--- src/design/serial_port_params.svh ---
// constant definitions for the serial port block
`ifndef SERIAL_PORT_PARAMS_SVH
`define SERIAL_PORT_PARAMS_SVH
// ==========================================================================
// register offsets (byte addresses)
`define OFF_CTRL     6'h00
`define OFF_MODE     6'h04
`define OFF_STAT     6'h08
`define OFF_MASK     6'h0c
`define OFF_RXDATA   6'h10
`define OFF_ERRCNT   6'h14
`define OFF_LINE     6'h18
// ==========================================================================
// control register bits (write one to act)
`define CTRL_RX_RST  0
`define CTRL_RX_EN   1
`define CTRL_RX_DIS  2
`define CTRL_RTS_LO  3
`define CTRL_RTS_HI  4
// ==========================================================================
// mode register fields
`define MODE_W       6
`define MODE_RST     6'h00
`define MODE_HS      0
`define MODE_T1      1
`define MODE_SPI     2
`define MODE_LEN_LO  3
`define MODE_LEN_HI  5
// ==========================================================================
// status bits
`define ST_RXRDY     0
`define ST_OVERLEN   1
`define ST_OVERRUN   2
`define ST_W         3
`define ST_RST       3'h0
// ==========================================================================
// timing: least ratio of internal clock to serial clock
`define CLK_RATIO    9
`endif

--- src/design/serial_port_pkg.sv ---
// types for the serial port block
package serial_port_pkg;
  typedef enum logic [1:0] {
    RX_IDLE = 2'b00,
    RX_SHIFT = 2'b01,
    RX_LOCKED = 2'b10
  } rx_state_e;
endpackage

--- src/design/serial_port.sv ---
// serial port receive/handshake block with wishbone register access
// Behaviour
// - error count register always reads zero
// - T1 mode locks receiver after any transmit
// - hardware handshake holds rts at its current value when full
// - rts force high bit drives rts high
// - rts force low bit drives rts low unless the force high bit is set in the same write
// - spi slave overlength frame flags error, corrupts later
`timescale 1ns/100ps
`default_nettype none
`include "serial_port_params.svh"
module serial_port
  import serial_port_pkg::*;
(
  input  wire logic        CLK,
  input  wire logic        RST,
  input  wire logic        CYC_I,
  input  wire logic        STB_I,
  input  wire logic        WE_I,
  input  wire logic [5:0]  ADR_I,
  input  wire logic [3:0]  SEL_I,
  input  wire logic [31:0] DAT_I,
  output logic      [31:0] DAT_O,
  output logic             ACK_O,
  output logic             IRQ,
  input  wire logic        SCK,
  input  wire logic        RXD,
  input  wire logic        SEL_N,
  input  wire logic        TX_DONE,
  input  wire logic        DMA_FULL,
  output logic             RTS
);
  // ========================================================================
  // state
  typedef struct packed {
    logic [1:0]        sck_s;
    logic [1:0]        rxd_s;
    logic [1:0]        sel_s;
    logic [1:0]        txd_s;
    logic [1:0]        dma_s;
    logic              sck_d;
    logic              txd_d;
    rx_state_e         st;
    logic [7:0]        shf;
    logic [3:0]        cnt;
    logic [7:0]        rxdata;
    logic              rx_en;
    logic              corrupt;
    logic              t1_tx_seen;
    logic [`MODE_W-1:0] mode;
    logic [`ST_W-1:0]  stat;
    logic [`ST_W-1:0]  mask;
    logic              rts;
    logic              ack;
    logic [31:0]       dat;
    logic              irq;
  } state_s;
  state_s q_r, q_nxt;

  logic             wr, rd, acc;
  logic             sck_rise, tx_rise;
  logic [3:0]       len;
  logic [`ST_W-1:0] ev;

  always_comb begin
    q_nxt = q_r;
    ev = '0;
    acc = CYC_I & STB_I & ~q_r.ack;
    wr = acc & WE_I & SEL_I[0];
    rd = acc & ~WE_I;
    len = {1'b0, q_r.mode[`MODE_LEN_HI:`MODE_LEN_LO]} + 4'h5;
    // ======================================================================
    // synchronisers: two flops before any use
    q_nxt.sck_s = {q_r.sck_s[0], SCK};
    q_nxt.rxd_s = {q_r.rxd_s[0], RXD};
    q_nxt.sel_s = {q_r.sel_s[0], SEL_N};
    q_nxt.txd_s = {q_r.txd_s[0], TX_DONE};
    q_nxt.dma_s = {q_r.dma_s[0], DMA_FULL};
    q_nxt.sck_d = q_r.sck_s[1];
    q_nxt.txd_d = q_r.txd_s[1];
    // edge found by sampling; needs sck well below clk rate
    sck_rise = q_r.sck_s[1] & ~q_r.sck_d;
    tx_rise = q_r.txd_s[1] & ~q_r.txd_d;
    // ======================================================================
    // receiver
    if (q_r.mode[`MODE_T1] && tx_rise) begin
      q_nxt.t1_tx_seen = 1'b1;
    end
    case (q_r.st)
      RX_IDLE: begin
        if (q_r.t1_tx_seen) begin
          q_nxt.st = RX_LOCKED;
        end else if (q_r.rx_en && sck_rise && (!q_r.mode[`MODE_SPI] || !q_r.sel_s[1])) begin
          q_nxt.shf = {q_r.shf[6:0], q_r.rxd_s[1]};
          q_nxt.cnt = 4'h1;
          q_nxt.st = RX_SHIFT;
        end
      end
      RX_SHIFT: begin
        if (q_r.mode[`MODE_SPI] && q_r.sel_s[1]) begin
          // frame ended by deselect
          if (q_r.cnt > len) begin
            ev[`ST_OVERLEN] = 1'b1;
            q_nxt.corrupt = 1'b1;
          end else if (q_r.cnt == len) begin
            ev[`ST_RXRDY] = 1'b1;
            q_nxt.rxdata = q_r.corrupt ? ~q_r.shf : q_r.shf;
          end
          q_nxt.st = RX_IDLE;
        end else if (sck_rise) begin
          q_nxt.shf = {q_r.shf[6:0], q_r.rxd_s[1]};
          q_nxt.cnt = (q_r.cnt == 4'hf) ? q_r.cnt : q_r.cnt + 4'h1;
        end else if (!q_r.mode[`MODE_SPI] && q_r.cnt == len) begin
          ev[`ST_RXRDY] = 1'b1;
          q_nxt.rxdata = q_r.shf;
          q_nxt.st = RX_IDLE;
        end
      end
      RX_LOCKED: begin
        q_nxt.st = RX_LOCKED;
      end
      default: begin
        q_nxt.st = RX_IDLE;
      end
    endcase
    if (ev[`ST_RXRDY] && q_r.stat[`ST_RXRDY]) begin
      ev[`ST_OVERRUN] = 1'b1;
    end
    // ======================================================================
    // request to send: hardware handshake never raises it
    if (q_r.mode[`MODE_HS] && q_r.dma_s[1]) begin
      q_nxt.rts = q_r.rts;
    end
    // ======================================================================
    // bus slave, single-cycle ack
    q_nxt.ack = acc;
    q_nxt.dat = '0;
    if (wr) begin
      if (ADR_I == `OFF_CTRL) begin
        if (DAT_I[`CTRL_RX_RST]) begin
          // clears shift state and status; mode untouched; corrupt stays
          q_nxt.st = RX_IDLE;
          q_nxt.cnt = '0;
          q_nxt.shf = '0;
          q_nxt.t1_tx_seen = 1'b0;
          q_nxt.stat = `ST_RST;
          ev = '0;
        end
        if (DAT_I[`CTRL_RX_EN]) begin
          q_nxt.rx_en = 1'b1;
        end
        if (DAT_I[`CTRL_RX_DIS]) begin
          q_nxt.rx_en = 1'b0;
        end
        if (DAT_I[`CTRL_RTS_LO]) begin
          q_nxt.rts = 1'b0;
        end
        if (DAT_I[`CTRL_RTS_HI]) begin
          q_nxt.rts = 1'b1;
        end
      end else if (ADR_I == `OFF_MODE) begin
        q_nxt.mode = DAT_I[`MODE_W-1:0];
      end else if (ADR_I == `OFF_STAT) begin
        q_nxt.stat = q_r.stat & ~DAT_I[`ST_W-1:0];
      end else if (ADR_I == `OFF_MASK) begin
        q_nxt.mask = DAT_I[`ST_W-1:0];
      end
    end
    if (rd) begin
      if (ADR_I == `OFF_CTRL) begin
        q_nxt.dat = '0;
      end else if (ADR_I == `OFF_MODE) begin
        q_nxt.dat = {26'h0, q_r.mode};
      end else if (ADR_I == `OFF_STAT) begin
        q_nxt.dat = {29'h0, q_r.stat};
      end else if (ADR_I == `OFF_MASK) begin
        q_nxt.dat = {29'h0, q_r.mask};
      end else if (ADR_I == `OFF_RXDATA) begin
        q_nxt.dat = {24'h0, q_r.rxdata};
        q_nxt.stat[`ST_RXRDY] = 1'b0;
      end else if (ADR_I == `OFF_ERRCNT) begin
        q_nxt.dat = 32'h0;
      end else if (ADR_I == `OFF_LINE) begin
        q_nxt.dat = {28'h0, q_r.t1_tx_seen, q_r.corrupt, q_r.rx_en, q_r.rts};
      end
    end
    // set wins over clear
    q_nxt.stat = q_nxt.stat | ev;
    q_nxt.irq = |(q_nxt.stat & q_r.mask);
  end

  always_ff @(posedge CLK or posedge RST) begin
    if (RST) begin
      q_r <= '0;
    end else begin
      q_r <= q_nxt;
    end
  end

  assign DAT_O = q_r.dat;
  assign ACK_O = q_r.ack;
  assign IRQ = q_r.irq;
  assign RTS = q_r.rts;

  // ========================================================================
  // checks
  property p_errcnt_zero;
    @(posedge CLK) disable iff (RST)
      (rd && ADR_I == `OFF_ERRCNT) |=> (ACK_O && DAT_O == 32'h0);
  endproperty
  a_errcnt_zero: assert property (p_errcnt_zero) else $error("error count not zero");

  property p_t1_lock;
    @(posedge CLK) disable iff (RST)
      (q_r.st == RX_LOCKED && !(wr && ADR_I == `OFF_CTRL)) |=> q_r.st == RX_LOCKED;
  endproperty
  a_t1_lock: assert property (p_t1_lock) else $error("receiver left lockout");

  property p_hs_no_rise;
    @(posedge CLK) disable iff (RST)
      (q_r.mode[`MODE_HS] && !RTS && !(wr && ADR_I == `OFF_CTRL)) |=> !RTS;
  endproperty
  a_hs_no_rise: assert property (p_hs_no_rise) else $error("rts rose by itself");

  property p_rts_hi;
    @(posedge CLK) disable iff (RST)
      (wr && ADR_I == `OFF_CTRL && DAT_I[`CTRL_RTS_HI]) |=> RTS;
  endproperty
  a_rts_hi: assert property (p_rts_hi) else $error("rts not forced high");

  property p_rts_lo;
    @(posedge CLK) disable iff (RST)
      (wr && ADR_I == `OFF_CTRL && DAT_I[`CTRL_RTS_LO] && !DAT_I[`CTRL_RTS_HI]) |=> !RTS;
  endproperty
  a_rts_lo: assert property (p_rts_lo) else $error("rts not forced low");

  property p_overlen;
    @(posedge CLK) disable iff (RST)
      (q_r.st == RX_SHIFT && q_r.mode[`MODE_SPI] && q_r.sel_s[1] && q_r.cnt > len
       && !(wr && ADR_I == `OFF_CTRL)) |=> (q_r.stat[`ST_OVERLEN] && q_r.corrupt);
  endproperty
  a_overlen: assert property (p_overlen) else $error("overlength not flagged");

  property p_mode_kept;
    @(posedge CLK) disable iff (RST)
      (wr && ADR_I == `OFF_CTRL && DAT_I[`CTRL_RX_RST]) |=> (q_r.mode == $past(q_r.mode)
       && q_r.st == RX_IDLE && q_r.stat == `ST_RST);
  endproperty
  a_mode_kept: assert property (p_mode_kept) else $error("soft reset broke mode");

  property p_ack_once;
    @(posedge CLK) disable iff (RST)
      ACK_O |=> !ACK_O;
  endproperty
  a_ack_once: assert property (p_ack_once) else $error("ack held two cycles");

  property p_ack_follows;
    @(posedge CLK) disable iff (RST)
      (CYC_I && STB_I && !ACK_O) |=> ACK_O;
  endproperty
  a_ack_follows: assert property (p_ack_follows) else $error("request not acknowledged");

  property p_dat_idle;
    @(posedge CLK) disable iff (RST)
      !ACK_O |-> (DAT_O == 32'h0);
  endproperty
  a_dat_idle: assert property (p_dat_idle) else $error("read data outside ack");

  // irq lags a mask write by one cycle, so only compare while the mask is steady
  property p_irq_level;
    @(posedge CLK) disable iff (RST)
      (q_r.mask == $past(q_r.mask)) |-> (IRQ == |(q_r.stat & q_r.mask));
  endproperty
  a_irq_level: assert property (p_irq_level) else $error("irq does not follow status");

  property p_rx_off;
    @(posedge CLK) disable iff (RST)
      (!q_r.rx_en && q_r.st == RX_IDLE) |=> (q_r.st != RX_SHIFT);
  endproperty
  a_rx_off: assert property (p_rx_off) else $error("disabled receiver started");

  property p_t1_arm;
    @(posedge CLK) disable iff (RST)
      (q_r.mode[`MODE_T1] && tx_rise && !(wr && ADR_I == `OFF_CTRL)) |=> q_r.t1_tx_seen;
  endproperty
  a_t1_arm: assert property (p_t1_arm) else $error("transmit did not arm lockout");

  property p_hs_full;
    @(posedge CLK) disable iff (RST)
      (q_r.mode[`MODE_HS] && q_r.dma_s[1] && !(wr && ADR_I == `OFF_CTRL)) |=> (RTS == $past(RTS));
  endproperty
  a_hs_full: assert property (p_hs_full) else $error("buffer full moved rts");

  property p_spi_ready;
    @(posedge CLK) disable iff (RST)
      (q_r.st == RX_SHIFT && q_r.mode[`MODE_SPI] && q_r.sel_s[1] && q_r.cnt == len
       && !(wr && ADR_I == `OFF_CTRL)) |=> q_r.stat[`ST_RXRDY];
  endproperty
  a_spi_ready: assert property (p_spi_ready) else $error("exact frame not received");

  // only a full reset clears corruption; soft reset must leave it
  property p_corrupt_sticky;
    @(posedge CLK) disable iff (RST)
      q_r.corrupt |=> q_r.corrupt;
  endproperty
  a_corrupt_sticky: assert property (p_corrupt_sticky) else $error("corruption cleared");
endmodule
`default_nettype wire

--- config.mk ---
export PLATFORM = sky130hd
export DESIGN_NAME = serial_port
export DESIGN_NICKNAME = d
export VERILOG_FILES = /design/src/design/serial_port_pkg.sv /design/src/design/serial_port.sv
export VERILOG_INCLUDE_DIRS = /design/src /design/src/design
export SDC_FILE = /design/constraint.sdc
export NUM_CORES = 1
export LEC_CHECK = 0
export ABC_AREA = 0
export BUFFER_PORTS_ARGS = -buffer_cell sky130_fd_sc_hd__clkbuf_2
export CORE_MARGIN = 2
export CORE_UTILIZATION = 32
export CTS_CLUSTER_SIZE = 8
export DETAILED_ROUTE_END_ITERATION = 12
export PLACE_DENSITY_LB_ADDON = 0.12
export SETUP_SLACK_MARGIN = 0.15
export SLEW_MARGIN = 25
export SYNTH_ARGS = -nofsm -noshare
export SYNTH_HDL_FRONTEND = slang
export SYNTH_SLANG_ARGS = --single-unit
--- constraint.sdc ---
create_clock -name CLK -period 3 [get_ports CLK]
set_input_delay 0.45 -clock CLK [delete_from_list [all_inputs] [get_ports CLK]]
set_output_delay 0.45 -clock CLK [all_outputs]
set_load 0.02 [all_outputs]
# Yosys cells after proc, flatten, opt, wreduce, memory -nomap -nowiden

Index checks and enable logic that the tools add are counted.

Register bits after elaboration: 82
Output and inout port bits: 35

$add $sub $neg: 2
Multiplexer cells: 64
Eq/ne operators: 13
Magnitude comparators: 1
Bitwise operators: 19
Reduce and logical (&&, ||, !) cells: 21

Operator list:

| kind                                                                  | number |
|---|---|
| 8-bit two-way mux                                                     | 12 |
| 14-bit two-way mux                                                    | 5 |
| 12-bit two-way mux                                                    | 3 |
| 3-bit two-way mux                                                     | 9 |
| 12-bit one-hot mux with 2 select lines                                | 1 |
| 1-bit two-way mux                                                     | 22 |
| 6-bit by 5-bit equality test with 1-bit output, second input constant | 3 |
| 6-bit two-way mux                                                     | 3 |
| 6-bit by 4-bit equality test with 1-bit output, second input constant | 2 |
| 4-bit two-way mux                                                     | 3 |
| 3-bit AND reduction                                                   | 4 |
| 2-bit two-way mux                                                     | 5 |
| 5-bit AND reduction                                                   | 2 |
| 8-bit inverter                                                        | 1 |
| 1-bit AND                                                             | 7 |
| 1-bit inverter                                                        | 7 |
| 3-bit AND                                                             | 2 |
| 6-bit by 3-bit equality test with 1-bit output, second input constant | 1 |
| 1-bit logical AND                                                     | 6 |
| 6-bit zero test                                                       | 1 |
| 2-bit one-hot mux with 3 select lines                                 | 1 |
| 2-bit nonzero test                                                    | 3 |
| 3-bit by 3-bit adder with 4-bit output, second input constant         | 1 |
| 4-bit by 1-bit adder with 4-bit output, second input constant         | 1 |
| other kinds (13)                                                      | 15 |

# Longest topological paths before layout

Gate-level depths: netlist of the first run.

Depth after elaboration: 16
Mapped depth: 8
Depth with buffers taken out: 8

# Worst setup path before layout of the first run

Ideal clock, no wire load.

Path kind: register -> register
Start point: register q_r[44] in the netlist's numbering
End point: register q_r (netlist bit IRQ)
Stages on the path, launching flop included: 9
Setup slack: 0.564 ns
Data arrival time: 2.332 ns
Buffers on the path: 0
Cell sequence: dfrtp_1 ha_1 xor2_1 ha_1 nand4_1 or4_1 or3_1 a21bo_1 o311ai_1

RTL lines:

| what                   | RTL line           | RTL |
|---|---|---|
| start, declared        | serial_port.sv:58  | `state_s q_r, q_nxt;` |
| start signal, assigned | serial_port.sv:196 | `q_r <= q_nxt;` |

==> results.tsv, run 1 <==
metric	value	unit
HPWL Detailed	4.54	mm
Finished Layout Cells	426	
CP endpoint kind	register	
reg2reg setup slack	330	ps
WP data arrival	2900	ps
Post-synth ARST share	100	%
crit-path max FO	5	
RSZ-0062 raised after global routing	false	
Slowest cell on crit path	or4_4	
Post-Place Cell Area	3070	sq um
critical-path cell list	ha_1 -> xor2_1 -> ha_1 -> nand4_1 -> or4_4 -> or3_1 -> a21bo_1 -> o311ai_1	
Max H-tree Level	3	
die area	9920	sq um
residual DRC count	0	
routed wire length	6.05	mm
max frequency	0.374	GHz
Pwr Density	538	nW/um^2
YS warnings	0	
Slew @ Worst Pin	899	ps
row count	34	
io pins	87	
initial antenna violation count	0	
Synth area leader	dfrtp_1	
dominant synthesized flop cell	dfrtp_1	
final hold violation count	0	
Synth area leaders	dfrtp_1 (50%), buf_4 (8.2%), nor2_1 (3.9%), a21oi_1 (3.1%), mux2i_1 (3.1%)	
routed via count	2004	
vias in the first global route	1972	
clk root buf	clkbuf_8	
Clock Skew	11.1	ps
drt pass-1 iters	4	
Cells after DPL	410	
fin nets	371	
CP max stage delay	620	ps
ANT cells	0	
Clock Tree Buf Depth	2	
Slew headroom	40.0	%
RD Place Congestion	0.774	
CTS tree	yes	
Worst Hold Depth	1	
required time of the critical path	3230	ps
Final Util	37.6	%
clock-pin transition on the worst setup and hold timing paths	70	ps
sequential share of the synthesized area	49.6	%
fin crit share	89.1	%
MaxCap Viol Count	0	
Post-synth EDFFs	0	
status	finished clean	
register bit total from synthesis	58	
LEAKAGE	1.58	nW
die height	99.6	microns
Die Span X	99.6	microns
final setup fails	0	
drt via density	4.70	
Area Growth Syn to Fin	13.2	%
Setup crit start kind	register	
hold_buf cts	0	
# port buffers	32	
worst reg2reg path depth	8	
Synth top area share	49.6	%
clock network latency to the later pin of the worst-skew pair	340	ps
Post-CTS Resized	0	
worst vdd ir	213	uV
CP dominant cell by count	ha_1	
clock sinks	58	
layout cell share with drive strength beyond 1	20.4	%
Tot GR Track Use	13.2	%
post-synthesis cell type count	47	
crit path kind	reg -> reg	
overall power	1.78	mW
largest net degree at the start of global routing	43	
setup TNS	0	ps
GRT overflow	0	
Tmin final	2670	ps
Mapped Area	2920	sq um
HP Class	in -> reg	
WL/cell	14.2	microns
number of CTS-inserted buffers	9	
Placement Setup Slack	285	ps
core area	8810	sq um
Final Max Tran Viols	0	
Initial Utilization	33.2	%
Min Hold Slack	215	ps
Starting DRT DRC Count	71	
setup bufs post-CTS	0	
Worst Setup Slack, final	327	ps
Cells after Synth	282	
Syn Area/Cell	10.4	sq um
design area	3310	sq um
Final ANT Viol Nets	0	
first-pass GRT wire length	10.0	mm
flip-flops by register name (all words and copies together) (netlist names):
signal and cells:
DAT_O 8, q_nxt 6, ACK_O 1, q_r 41, RTS 1, IRQ 1
cells in the mapped netlist, types with 4 or more instances:
cell	n
a211oi_1	9
mux2_1	6
dfrtp_1	58
a21oi_1	18
xor2_1	9
nand3_1	6
ha_1	6
nor2b_1	4
nor3_1	9
clkbuf_1	6
nand2_1	13
mux2i_1	9
nor2_1	30
buf_4	32
inv_1	9
o21ai_0	4
report_power, final:
part | internal, mW | switching [mW] | leakage, nW
Combinational | 0.0342 | 0.0837 | 0.763
Clock | 0.534 | 0.315 | 0.119
Sequential | 0.800 | 0.0126 | 0.700
layout by cell type (no fill, tap or decap), types with 8 or more instances in the layout:
master	count
conb_1	24
mux2i_1	9
xor2_1	9
nand2_1	13
a211oi_1	9
inv_1	8
nor3_1	9
clkbuf_2	32
a21oi_1	18
dfrtp_1	58
nor2_1	30
clkbuf_8	12
layout make-up:
class | count | area, sq um
Sequential cell | 58 | 1450
Multi-Input combinational cell | 199 | 1260
Inverter | 9 | 33.8
Tap cell | 108 | 135
Timing Repair Buffer | 36 | 190
Clock buffer | 12 | 165
Clock inverter | 4 | 72.6
Fill cell | 893 | 5500
routing by layer:
layer | GRT usage [%] | share of wire (%) | wire length (microns)
met1 | 17.2 | 47 | 2870
met2 | 20.2 | 45 | 2750
met3 | 3.79 | 4.9 | 294
met4 | 6.64 | 2.2 | 131
met5 | 0 | 0 | 0
critical path: cells and delay by family (launching register included):
family	cells	cell delay, ps
AOI/OAI and AO/OA	2	270
xor gates and xnor gates	1	140
adders and majority gates	2	530
DFF	1	430
and+or+nand+nor	3	1200
worst paths after layout:
kind | endpoint | start
worst min-delay path | q_nxt[79] | SEL_N
min in group asynchronous | q_r[60] | RST
worst max-delay path | IRQ | q_r[44]
worst min register to register | q_r[81] | q_nxt[81]
max in group asynchronous | ACK_O | RST
worst max register to register | IRQ | q_r[44]
kinds of logic (layout without fill, tap and decap cells):
family          after synthesis  after routing  synth area share [%]
compound gates               41             41                  8.81
other cells                   1             24                 0.128
xor+xnor                      9              9                  2.70
flops                        58             58                  49.6
simple gates                102            102                  19.7
fa+ha+maj                     6              6                  2.57
mux                          17             17                  6.16
buf+inv                      48             61                  10.3
(Power assumes the default switching activity.)
==> inputs of run 2 (changes only) <==
clock period = 2.3 ns   (was 3 ns; I/O delays follow)
==> results.tsv, run 2 (synthesis results as in run 1) <==
metric	value	unit	change
status	finished with violations		
failing checks	setup timing		
RD Place Congestion	0.807		+4.3%
Slew @ Worst Pin	533	ps	-366 ps
number of CTS-inserted buffers	9		unchanged
WL/cell	14.0	microns	-1.2%
Tmin final	2340	ps	-328 ps
first-pass GRT wire length	10.2	mm	+2.1%
clock sinks	58		unchanged
largest net degree at the start of global routing	59		+37%
Finished Layout Cells	437		+2.6%
critical-path cell list	ha_4 -> xor2_2 -> ha_1 -> nand4_1 -> or4_4 -> or3_4 -> a21bo_1 -> o311ai_2		
fin crit share	102	%	+13 points
Cells after DPL	419		+2.2%
Min Hold Slack	44.1	ps	-171 ps
CTS tree	yes		
CP top delay family	simple AND/OR/NAND/NOR gates		
Largest register FFs	41		unchanged
crit-path max FO	2		-3
Die Span X	99.6	microns	unchanged
drt pass-1 iters	4		unchanged
io pins	87		unchanged
die height	99.6	microns	unchanged
required time of the critical path	2530	ps	-700 ps
routed wire length	6.13	mm	+1.3%
Area Growth Syn to Fin	20.4	%	
Setup crit start kind	register		
LEAKAGE	1.65	nW	+4.6%
# port buffers	32		unchanged
max frequency	0.426	GHz	+14%
Final Max Tran Viols	0		unchanged
HP Class	in -> async		
ANT cells	0		unchanged
WP data arrival	2580	ps	-320 ps
clock-pin transition on the worst setup and hold timing paths	70	ps	about the same
routed via count	2078		+3.7%
residual DRC count	0		unchanged
Max H-tree Level	3		unchanged
most frequent cells in the layout	dfrtp_1 (58), clkbuf_2 (32), conb_1 (24)		
clock network latency to the later pin of the worst-skew pair	330	ps	about the same
Starting DRT DRC Count	70		-1.4%
HPWL Detailed	4.45	mm	-2.1%
MaxCap Viol Count	0		unchanged
Slowest cell on crit path	or4_4		
vias in the first global route	2043		+3.6%
Pwr Density	594	nW/um^2	+10%
clk root buf	clkbuf_8		
final hold violation count	0		unchanged
Initial Utilization	33.2	%	unchanged
core area	8810	sq um	unchanged
Final ANT Viol Nets	0		unchanged
crit path kind	reg -> reg		
Slew headroom	64.4	%	+24 points
Worst Setup Slack, final	-44.9	ps	-372 ps
Worst Path Buf+Inv	0		unchanged
GRT overflow	0		unchanged
die area	9920	sq um	unchanged
layout cell share with drive strength beyond 1	28.9	%	+8.4 points
row count	34		unchanged
RSZ-0062 raised after global routing	true		
worst reg2reg path depth	8		unchanged
largest register by flop count	q_r		
worst vdd ir	222	uV	+4.3%
initial antenna violation count	0		unchanged
Worst path depth	8		unchanged
CP max stage delay	460	ps	-160 ps
Tot GR Track Use	13.2	%	about the same
fin nets	382		+3.0%
final setup fails	2		+2
Clock Skew	7.52	ps	-3.60 ps
commonest non-fill, non-tap cell in the layout	dfrtp_1		
CP endpoint kind	register		
drt via density	4.76		+1.1%
Clock Tree Buf Depth	2		unchanged
## run 2: where the power goes
| group | leakage (nW) | switching [mW] | internal [mW] |
|---|---|---|---|
| clock | 0.0965 | 0.385 | 0.477 |
| sequential | 0.700 | 0.0172 | 1.04 |
| combinational | 0.858 | 0.114 | 0.0534 |
| total | 1.65 | 0.516 | 1.57 |
## run 2: per-stage QoR
stage | instance area [sq um] | setup WS, ps | util (%) | setup TNS (ps) | power, mW
CTS | 3370 | -73.4 | 38.3 | -73.4 | 2.13
finish | 3520 | -44.9 | 40.0 | -63.0 | 2.09
detailed placement | 3170 | -114 | 36.0 | -122 | 1.24
floorplan | 3020 | 26.6 | - | 0 | 1.21
global route | 3520 | -113 | 40.0 | -205 | 2.21
global placement | 3170 | -117 | 36.0 | -136 | 1.24
## run 2: cell type report
| class | count | area [sq um] |
|---|---|---|
| Multi-Input combinational cell | 199 | 1420 |
| Clock inverter | 2 | 10.0 |
| Tap cell | 108 | 135 |
| Sequential cell | 58 | 1450 |
| Fill cell | 875 | 5290 |
| Inverter | 9 | 33.8 |
| Clock buffer | 14 | 173 |
| Timing Repair Buffer | 47 | 302 |
## run 2: worst reg2reg max path, cell delays in order, from the launching register on
cell	delay, ps
dfrtp_1	410
ha_4	180
xor2_2	140
ha_1	290
nand4_1	100
or4_4	460
or3_4	410
a21bo_1	180
o311ai_2	60
## run 2: worst paths after layout
kind / start / slack [ps] / endpoint
max in group asynchronous: RST / 1990 / q_r[53]
min in group CLK: SCK / 120 / q_nxt[83]
min: RST / 40 / q_nxt[83]
min reg2reg: q_nxt[83] / 350 / q_nxt[73]
max: q_r[45] / -40 / IRQ
max reg2reg: q_r[45] / -40 / IRQ
## run 2: what timing repair did
| action | in CTS | in global routing |
|---|---|---|
| hold buffers | 0 | 0 |
| endpoints found under the setup margin | 4 | 12 |
| pin swaps | 0 | 3 |
| cloned | 0 | 1 |
| resized for setup | 3 | 31 |
| hold endpoints to repair | 0 | 0 |
| setup buffers | 0 | 1 |
## run 2: routing by layer
metal	GRT usage [%]	wire, microns	vias up
met3	4.01	277	14
met2	19.7	2780	64
met4	5.80	110	0
li1	-	-	1019
met1	17.8	2960	981
met5	0	0	-
